File: src/hw/adcsp_consts.vh
`ifndef ADCSP_CONSTS_VH
`define ADCSP_CONSTS_VH

`define ADCSP_RES_W        16
`define ADCSP_FIFO_DEPTH   16
`define ADCSP_FIFO_AW      4
`define ADCSP_BITS_ALL     5'h10
`define ADCSP_CFG_EDGES    4'h9
`define ADCSP_CFG_RESET    9'h000
`define ADCSP_CFG_BIPOLAR  7
`define ADCSP_CFG_WIDE     6
`define ADCSP_CFG_PD       5
`define ADCSP_CFG_SCALED   4
`define ADCSP_CFG_FAST     3
`define ADCSP_CFG_CODING   2
`define ADCSP_RANGE_5V     2'h0
`define ADCSP_RANGE_10V    2'h1
`define ADCSP_RANGE_PM5V   2'h2
`define ADCSP_MODE_STD     2'h0
`define ADCSP_MODE_SCALED  2'h1
`define ADCSP_MODE_FAST    2'h2

`endif

File: src/hw/adcsp_top.v
`include "adcsp_consts.vh"
`default_nettype none

module adcsp_fifo #(
    parameter WIDTH = `ADCSP_RES_W,
    parameter DEPTH = `ADCSP_FIFO_DEPTH,
    parameter AW    = `ADCSP_FIFO_AW
) (
    // Clock and reset
    input  wire             clk_sys,
    input  wire             rst,
    // Fill side
    input  wire             in_valid,
    output wire             in_ready,
    input  wire [WIDTH-1:0] in_data,
    // Drain side
    output wire             out_valid,
    input  wire             out_ready,
    output wire [WIDTH-1:0] out_data
);
    reg  [WIDTH-1:0] mem_r [0:DEPTH-1];
    reg  [AW-1:0]    wr_ptr_r;
    reg  [AW-1:0]    rd_ptr_r;
    reg  [AW:0]      count_r;
    wire             push;
    wire             pop;

    assign in_ready  = (count_r != DEPTH[AW:0]);
    assign out_valid = (count_r != {(AW+1){1'b0}});
    assign out_data  = mem_r[rd_ptr_r];
    assign push      = in_valid & in_ready;
    assign pop       = out_valid & out_ready;

    always @(posedge clk_sys) begin
        if (push) begin
            mem_r[wr_ptr_r] <= in_data;
        end
    end

    always @(posedge clk_sys or posedge rst) begin
        if (rst) begin
            wr_ptr_r <= {AW{1'b0}};
            rd_ptr_r <= {AW{1'b0}};
            count_r  <= {(AW+1){1'b0}};
        end else begin
            if (push) begin
                wr_ptr_r <= (wr_ptr_r == DEPTH[AW-1:0] - 1'b1) ? {AW{1'b0}} : wr_ptr_r + 1'b1;
            end
            if (pop) begin
                rd_ptr_r <= (rd_ptr_r == DEPTH[AW-1:0] - 1'b1) ? {AW{1'b0}} : rd_ptr_r + 1'b1;
            end
            if (push & ~pop) begin
                count_r <= count_r + 1'b1;
            end else if (pop & ~push) begin
                count_r <= count_r - 1'b1;
            end
        end
    end
endmodule

// Contract
// - After busy falls, result is readable while chip select and read strobe are low.
// - Result shifts out MSB first over exactly sixteen host clock pulses.
// - Daisy input bits are passed through to the serial result output.
// - Daisy input sampled on the edge opposite the shifting edge.
// - Upstream MSB appears in the cycle after the local LSB.
// - During conversion, the previous result is read with both strobes low.
// - Conversion ending with a partial read pulses the read incomplete flag.
// - A read may span the end of one and start of the next conversion.
// - Pin settings accepted any time in parallel or pin configured serial mode.
// - Configuration port works only in serial mode with port configuration.
// - Nine bit shift register, MSB first; ninth edge applies new settings.
// - Reserved bits 1 and 0 are never written by the port.
// - Reset clears the whole configuration word to zero.
// - Bits 7 and 6 select the input range.
// - Bits 4 and 3 select standard, power scaled or fastest mode.
// - Bit 5 powers down the converter; the port stays writable.
module adcsp_top #(
    parameter RES_W      = `ADCSP_RES_W,
    parameter FIFO_DEPTH = `ADCSP_FIFO_DEPTH,
    parameter FIFO_AW    = `ADCSP_FIFO_AW
) (
    // Clock and reset
    input  wire             clk_sys,
    input  wire             rst,
    // Converter core
    input  wire             conv_busy,
    input  wire [RES_W-1:0] conv_result,
    input  wire             conv_result_valid,
    output wire             conv_result_ready,
    // Serial read pins
    input  wire             chip_select_n,
    input  wire             read_n,
    input  wire             result_shift_clock,
    input  wire             daisy_serial_in,
    input  wire             clock_polarity_invert,
    output reg              serial_result_out,
    output reg              serial_result_oe_n,
    output reg              read_incomplete_flag,
    // Interface mode pins
    input  wire             serial_parallel_select,
    input  wire             pin_or_port_config_select,
    // Configuration pins
    input  wire             pin_range_bipolar,
    input  wire             pin_wide_range_bit,
    input  wire             pin_power_down_bit,
    input  wire             pin_mode_scaled,
    input  wire             pin_mode_fast,
    input  wire             pin_output_coding_select,
    // Configuration port
    input  wire             cfg_port_select_n,
    input  wire             cfg_serial_clock,
    input  wire             cfg_serial_in,
    // Applied configuration
    output reg  [1:0]       range_sel,
    output reg  [1:0]       mode_sel,
    output reg              power_down,
    output reg              output_coding_select
);
    localparam NSYNC = 16;
    localparam I_CS   = 0;
    localparam I_RD   = 1;
    localparam I_SCK  = 2;
    localparam I_DIN  = 3;
    localparam I_INV  = 4;
    localparam I_SER  = 5;
    localparam I_HW   = 6;
    localparam I_BIP  = 7;
    localparam I_WIDE = 8;
    localparam I_PD   = 9;
    localparam I_SCL  = 10;
    localparam I_FAST = 11;
    localparam I_COD  = 12;
    localparam I_CCS  = 13;
    localparam I_CCK  = 14;
    localparam I_CIN  = 15;

    wire [NSYNC-1:0] raw_in;
    reg  [NSYNC-1:0] sync1_r;
    reg  [NSYNC-1:0] sync2_r;
    reg  [NSYNC-1:0] sync3_r;

    assign raw_in = {cfg_serial_in, cfg_serial_clock, cfg_port_select_n,
                     pin_output_coding_select, pin_mode_fast, pin_mode_scaled,
                     pin_power_down_bit, pin_wide_range_bit, pin_range_bipolar,
                     pin_or_port_config_select, serial_parallel_select,
                     clock_polarity_invert, daisy_serial_in, result_shift_clock,
                     read_n, chip_select_n};

    // Two stage synchronisers, third stage only for edge finding
    always @(posedge clk_sys or posedge rst) begin
        if (rst) begin
            sync1_r <= {NSYNC{1'b0}};
            sync2_r <= {NSYNC{1'b0}};
            sync3_r <= {NSYNC{1'b0}};
        end else begin
            sync1_r <= raw_in;
            sync2_r <= sync1_r;
            sync3_r <= sync2_r;
        end
    end

    wire inv      = sync2_r[I_INV];
    wire ser_mode = sync2_r[I_SER];
    wire sck_rise = sync2_r[I_SCK] & ~sync3_r[I_SCK];
    wire sck_fall = ~sync2_r[I_SCK] & sync3_r[I_SCK];
    wire cck_rise = sync2_r[I_CCK] & ~sync3_r[I_CCK];
    wire cck_fall = ~sync2_r[I_CCK] & sync3_r[I_CCK];
    wire shift_edge  = inv ? sck_fall : sck_rise;
    wire sample_edge = inv ? sck_rise : sck_fall;
    wire cfg_edge    = inv ? cck_fall : cck_rise;
    wire selected    = ~sync2_r[I_CS] & ~sync2_r[I_RD] & ser_mode;

    // Result buffer between the converter core and the shifter
    wire             fifo_valid;
    wire             fifo_pop;
    wire [RES_W-1:0] fifo_data;

    adcsp_fifo #(
        .WIDTH (RES_W),
        .DEPTH (FIFO_DEPTH),
        .AW    (FIFO_AW)
    ) u_fifo (
        .clk_sys   (clk_sys),
        .rst       (rst),
        .in_valid  (conv_result_valid),
        .in_ready  (conv_result_ready),
        .in_data   (conv_result),
        .out_valid (fifo_valid),
        .out_ready (fifo_pop),
        .out_data  (fifo_data)
    );

    reg  [RES_W-1:0] shift_r;
    reg  [4:0]       bit_cnt_r;
    reg              daisy_r;
    reg              busy_prev_r;
    // Set once the shifter has taken a word; before that any word loads
    reg              held_r;
    wire             read_idle;
    wire             read_part;
    wire [RES_W-1:0] coded;

    assign read_idle = (bit_cnt_r == 5'h00);
    assign read_part = ~read_idle & (bit_cnt_r != `ADCSP_BITS_ALL);
    // Load a fresh result only when no read of the held one is pending:
    // an empty shifter, or a fully read word once the host has let go.
    // A word with zero or some bits shifted is kept until it is finished.
    assign fifo_pop  = fifo_valid & (~held_r | (~read_idle & ~read_part & ~selected));
    assign coded     = {conv_msb(fifo_data[RES_W-1]), fifo_data[RES_W-2:0]};

    function conv_msb;
        input msb;
        begin
            conv_msb = msb ^ output_coding_select;
        end
    endfunction

    always @(posedge clk_sys or posedge rst) begin
        if (rst) begin
            shift_r   <= {RES_W{1'b0}};
            bit_cnt_r <= 5'h00;
            daisy_r   <= 1'b0;
            held_r    <= 1'b0;
        end else begin
            if (selected & sample_edge) begin
                daisy_r <= sync2_r[I_DIN];
            end
            if (fifo_pop) begin
                shift_r   <= coded;
                bit_cnt_r <= 5'h00;
                held_r    <= 1'b1;
            end else if (selected & shift_edge) begin
                // From the sixteenth shift on, the output follows the daisy
                // bit taken at the preceding sample edge, so the upstream
                // word directly follows the local LSB.
                if (bit_cnt_r >= (`ADCSP_BITS_ALL - 5'h01)) begin
                    shift_r[RES_W-1] <= daisy_r;
                end else begin
                    shift_r <= {shift_r[RES_W-2:0], daisy_r};
                end
                if (bit_cnt_r != `ADCSP_BITS_ALL) begin
                    bit_cnt_r <= bit_cnt_r + 5'h01;
                end
            end
        end
    end

    // Pin drivers and read incomplete pulse
    always @(posedge clk_sys or posedge rst) begin
        if (rst) begin
            serial_result_out    <= 1'b0;
            serial_result_oe_n   <= 1'b1;
            read_incomplete_flag <= 1'b0;
            busy_prev_r          <= 1'b0;
        end else begin
            serial_result_out    <= shift_r[RES_W-1];
            serial_result_oe_n   <= ~selected;
            busy_prev_r          <= conv_busy;
            read_incomplete_flag <= busy_prev_r & ~conv_busy & read_part;
        end
    end

    // Serial configuration port
    reg  [8:0] cfg_shift_r;
    reg  [3:0] cfg_cnt_r;
    reg  [8:0] cfg_word_r;
    wire       sw_mode = ser_mode & ~sync2_r[I_HW];

    always @(posedge clk_sys or posedge rst) begin
        if (rst) begin
            cfg_shift_r <= 9'h000;
            cfg_cnt_r   <= 4'h0;
            cfg_word_r  <= `ADCSP_CFG_RESET;
        end else if (sync2_r[I_CCS]) begin
            cfg_cnt_r <= 4'h0;
        end else if (cfg_edge & (cfg_cnt_r != `ADCSP_CFG_EDGES)) begin
            cfg_shift_r <= {cfg_shift_r[7:0], sync2_r[I_CIN]};
            cfg_cnt_r   <= cfg_cnt_r + 4'h1;
            if ((cfg_cnt_r == `ADCSP_CFG_EDGES - 4'h1) & sw_mode) begin
                cfg_word_r[8:2] <= cfg_shift_r[7:1];
            end
        end
    end

    // Applied settings from pins or from the port
    wire hw_src   = ~ser_mode | sync2_r[I_HW];
    wire bip_e    = hw_src ? sync2_r[I_BIP]  : cfg_word_r[`ADCSP_CFG_BIPOLAR];
    wire wide_e   = hw_src ? sync2_r[I_WIDE] : cfg_word_r[`ADCSP_CFG_WIDE];
    wire pd_e     = hw_src ? sync2_r[I_PD]   : cfg_word_r[`ADCSP_CFG_PD];
    wire scaled_e = hw_src ? sync2_r[I_SCL]  : cfg_word_r[`ADCSP_CFG_SCALED];
    wire fast_e   = hw_src ? sync2_r[I_FAST] : cfg_word_r[`ADCSP_CFG_FAST];
    wire coding_e = hw_src ? sync2_r[I_COD]  : cfg_word_r[`ADCSP_CFG_CODING];

    reg [1:0] range_nxt;
    reg [1:0] mode_nxt;

    always @* begin
        case ({bip_e, wide_e})
            2'h0:    range_nxt = `ADCSP_RANGE_5V;
            2'h2:    range_nxt = `ADCSP_RANGE_PM5V;
            default: range_nxt = `ADCSP_RANGE_10V;
        endcase
        case ({fast_e, scaled_e})
            2'h1:    mode_nxt = `ADCSP_MODE_SCALED;
            2'h2:    mode_nxt = `ADCSP_MODE_FAST;
            default: mode_nxt = `ADCSP_MODE_STD;
        endcase
    end

    always @(posedge clk_sys or posedge rst) begin
        if (rst) begin
            range_sel            <= `ADCSP_RANGE_5V;
            mode_sel             <= `ADCSP_MODE_STD;
            power_down           <= 1'b0;
            output_coding_select <= 1'b0;
        end else begin
            range_sel            <= range_nxt;
            mode_sel             <= mode_nxt;
            power_down           <= pd_e;
            output_coding_select <= coding_e;
        end
    end
endmodule

`default_nettype wire

File: config.mk
export PLATFORM = sky130hd
export DESIGN_NAME = adcsp_top
export DESIGN_NICKNAME = d
export VERILOG_FILES = /design/src/hw/adcsp_top.v
export VERILOG_INCLUDE_DIRS = /design/src /design/src/hw
export SDC_FILE = /design/constraint.sdc
export NUM_CORES = 1
export LEC_CHECK = 0
export ABC_CLOCK_PERIOD_IN_PS = 5900
export BUFFER_PORTS_ARGS = -buffer_cell sky130_fd_sc_hd__buf_2
export CAP_MARGIN = 10
export CORE_ASPECT_RATIO = 0.7
export CORE_UTILIZATION = 28
export DETAILED_ROUTE_END_ITERATION = 8
export GPL_TIMING_DRIVEN = 0
export SYNTH_ARGS = -nofsm -noshare
export SYNTH_HDL_FRONTEND = slang
export SYNTH_SLANG_ARGS = --single-unit
export TNS_END_PERCENT = 30
File: constraint.sdc
create_clock -name clk_sys -period 5.9 [get_ports clk_sys]
set_input_delay 0.59 -clock clk_sys [delete_from_list [all_inputs] [get_ports clk_sys]]
set_output_delay 0.59 -clock clk_sys [all_outputs]
set_load 0.02 [all_outputs]
==> metrics.md <==
| Metric | Value |
|---|---|
| Outcome | `finished clean` |
| Clock share of power | `28.7%` |
| GPL Wtd Cong | `0.7634` |
| Pwr Density | `439.7 nW/um2` |
| Nets@finish | `884` |
| Synth unique cells | `57` |
| Clock Tree Buf Depth | `3` |
| Max_slew headroom | `36.98%` |
| Worst Hold Class | `in2async` |
| Initial core utilization | `28.58%` |
| Reg-to-reg slack, setup | `2.64 ns` |
| Sequential share of the synthesized area | `73.44%` |
| Highest clock rate | `306.4 MHz` |
| Synth Area in XOR/XNOR | `0.8266%` |
| Post-synth top area share | `55.81%` |
| Synth Area in Adders | `1.272%` |
| CP delay by family, top | `adder cells` |
| Max incr delay on CP | `0.43 ns` |
| RSZ-0062 raised after global routing | `no` |
| Psw | `0.002161 W` |
| Post-Synth Simple-Gate Area | `4.351%` |
| Setup TNS | `0 ns` |
| DRT iter0 DRCs | `562` |
| TritonCTS Sinks | `353` |
| Leak Pwr | `5.607 nW` |
| Synthesized area per cell | `18.84 um2` |
| Worst Tran Pin Value | `0.9452 ns` |
| Placed cells | `1452` |
| Vias in the first global route | `7192` |
| Largest family of logic cells by synthesized area | `multiplexers` |
| Reg2Reg Depth | `14` |
| Non-Filler Instances | `1515` |
| H-tree depth | `2` |
| Routed WL | `29.57 mm` |
| Post-DRT Antenna Nets | `0` |
| Cell Rows | `67` |
| Pin count of the biggest net entering global routing | `61` |
| N_diodes | `0` |
| Crit path depth | `14` |
| WP data required | `6.30 ns` |
| Sequential power share | `43.7%` |
| Vias after detailed routing | `7030` |
| Post-synth top area cell | `edfxtp_1` |
| Startpoint Class | `flip-flop` |
| End of the critical path | `u_fifo.count_r[4]$_DFFE_PP0P_` |
| CP Max Fanout | `10` |
| Count leader, synth | `edfxtp_1` |
| Worst setup path start | `bit_cnt_r[0]$_DFFE_PP0P_` |
| CP Capture Type | `flip-flop` |
| Final Slew Violations | `0` |
| First-pass detailed-route iteration total | `7` |
| Ys async rst share | `27.48%` |
| WS Path Type | `reg2reg` |
| Max rail drop VDD | `246.7 uV` |
| Clock skew | `0.03540 ns` |
| Die area | `50100 um2` |
| Core area | `48200 um2` |
| Final Critical Period | `3.264 ns` |
| Top FF cell, synth | `edfxtp_1` |
| CP dominant cell by count | `ha_1` |
| TritonCTS clock tree | `built` |
| Area Overhead vs Synth | `17.87%` |
| CTS root buffer | `clkbuf_16` |
| Synth warnings | `0` |
| Worst skew pair latency | `0.54 ns` |
| Hold_buf cts | `0` |
| Post-synthesis mux area share | `13.53%` |
| Max_cap viols | `0` |
| Syn_nets | `781` |
| Setup-failing EPs final | `0` |
| Ports | `46` |
| DP HPWL | `19.72 mm` |
| Post-route DRC | `0` |
| PortBufs | `45` |
| Synth top area cells | `edfxtp_1, dfrtp_1, mux4_2, a211oi_1, mux2i_1` |
| Clk slew on worst S/H paths | `0.06 ns` |
| Proportion of layout cells with a drive suffix above 1 | `28.60%` |
| Routed vias/inst | `4.640` |
| Reg-to-Reg Start | `bit_cnt_r[0]$_DFFE_PP0P_` |
| Period Utilization, post-route | `55.32%` |
| Arrival @ worst endpoint | `3.66 ns` |
| Routed WL per cell | `19.52 um` |
| Switching Share | `30.27%` |
| #FFs+latches synth | `353` |
| Total gr overflow | `0` |
| Post_cts resized | `0` |
| Synth Area in Compound Gates | `4.932%` |
| CP Cell Sequence | `inv_1 > ha_1 > and4bb_2 > a21boi_1 > a21oi_1 > inv_2 > buf_2 > ha_1 > inv_1 > ha_1 > o211ai_1 > a21oi_1 > mux2i_1 > xnor2_1` |
| Reg-to-Reg End | `u_fifo.count_r[4]$_DFFE_PP0P_` |
| Commonest cells post-synth | `edfxtp_1, dfrtp_1, mux4_2` |
| TritonCTS buffer count | `35` |
| Slowest cell on the critical path | `dfrtp_1` |
| Post-CTS Setup Bufs | `0` |
| Fill count | `4570` |
| DIE WIDTH | `267.1 um` |
| WP buf/inv | `4` |
| Internal power | `0.004978 W` |
| Antenna violations before repair | `0` |
| First-pass GRT wire length | `45.21 mm` |
| EDFF count, synth | `256` |
| Combinational Power Share | `27.6%` |
| Hold Vio Cnt, Final | `0` |
| GRT Total Usage | `12.06%` |
| Syn Inst Count | `731` |
| Mapped Area | `13770 um2` |
| DIE HEIGHT | `187.6 um` |
how the worst min path moves through the flow:
stage / from / to / slack, ns / cells after the start
2_1_floorplan: sync1_r[0]$_DFF_PP0_ / sync2_r[0]$_DFF_PP0_ / 0.33 / 0
6_report: rst / read_incomplete_flag$_DFF_PP0_ / 0.10 / 2
4_1_cts: rst / read_incomplete_flag$_DFF_PP0_ / 0.10 / 2
5_1_grt: rst / read_incomplete_flag$_DFF_PP0_ / 0.13 / 2
3_5_place_dp: sync1_r[13]$_DFF_PP0_ / sync2_r[13]$_DFF_PP0_ / 0.33 / 0
3_3_place_gp: sync1_r[8]$_DFF_PP0_ / sync2_r[8]$_DFF_PP0_ / 0.33 / 0
metrics by stage:
stage                     utilization [%]  setup WS, ns  total power [W]  hold slack [ns]  instance area, um2
after floorplan                         -         2.778         0.004520           0.3312               13770
after global placement              30.74         1.463         0.005045           0.3330               14820
after detailed placement            31.53         2.641         0.005158           0.3347               15200
after CTS                           33.68         2.625         0.007231           0.1013               16240
after global routing                33.68         2.383         0.007507           0.1317               16240
final                               33.68         2.636         0.007138           0.1038               16240
cell usage in the layout, fill, tap and decap left out, types with 7 or more instances in the layout:
cell type  synthesis  layout
a221o_1           15      15
clkbuf_1          13      22
buf_8              0      12
nor2_2             1      13
xnor2_1            7       7
a21oi_1           10      10
mux4_2            64      64
o21ai_0            8       8
nor2_1            29      17
buf_2             13      58
nand2_1           22      22
a211oi_1          35      35
clkbuf_16          0      35
nand2b_1           7       7
mux2i_1           23      23
ha_1              14      14
mux2_2            17      17
edfxtp_1         256     256
dfrtp_1           96      96
buf_4              6       7
nor2b_1           18      18
clkinv_2           0       7
inv_1             13      12
power groups by stage:
stage / logic (W) / registers, W / clock network (W)
finish: 0.00197 / 0.00312 / 0.00205
global placement: 0.00188 / 0.00317 / 0
floorplan: 0.00139 / 0.00313 / 0
global route: 0.00214 / 0.00315 / 0.00222
detailed placement: 0.00199 / 0.00317 / 0
CTS: 0.00200 / 0.00312 / 0.00211
cell families after synthesis:
family / count (synthesis)
fa+ha+maj: 14
buf+inv: 50
mux: 104
simple gates: 109
xor+xnor: 13
compound gates: 88
flops: 353
metal layers:
layer	part of all wire (%)	wire length, um	up-vias	track usage, %
li1	-	-	3107	-
met1	50	14740	3700	18.50
met2	43	12630	190	17.07
met3	6.1	1797	33	2.745
met4	1.4	409	0	2.918
met5	0	0	-	0
flip-flops by register name, indices dropped and copies added, names as in the netlist:
| register | flops |
|---|---|
| u_fifo.wr_ptr_r | 4 |
| cfg_shift_r | 7 |
| output_coding_select | 1 |
| sync1_r | 16 |
| power_down | 1 |
| serial_result_oe_n | 1 |
| held_r | 1 |
| cfg_cnt_r | 4 |
| mode_sel | 2 |
| bit_cnt_r | 5 |
| range_sel | 2 |
| u_fifo.mem_r | 256 |
| read_incomplete_flag | 1 |
| cfg_word_r | 6 |
| u_fifo.rd_ptr_r | 4 |
| shift_r | 16 |
| sync3_r | 2 |
| sync2_r | 16 |
| u_fifo.count_r | 5 |
| serial_result_out | 1 |
| daisy_r | 1 |
| busy_prev_r | 1 |
layout make-up:
type	instances	area [um2]	area share, %
inverter	14	55.05	0.3391
timing repair buffer	66	551.8	3.399
multi-input combinational	328	3481	21.44
clock buffer	45	923.4	5.687
clock inverter	18	113.9	0.7013
buffer	36	175.2	1.079
sequential	353	10120	62.31
tap	655	819.5	5.048
(Power assumes the default switching activity.)
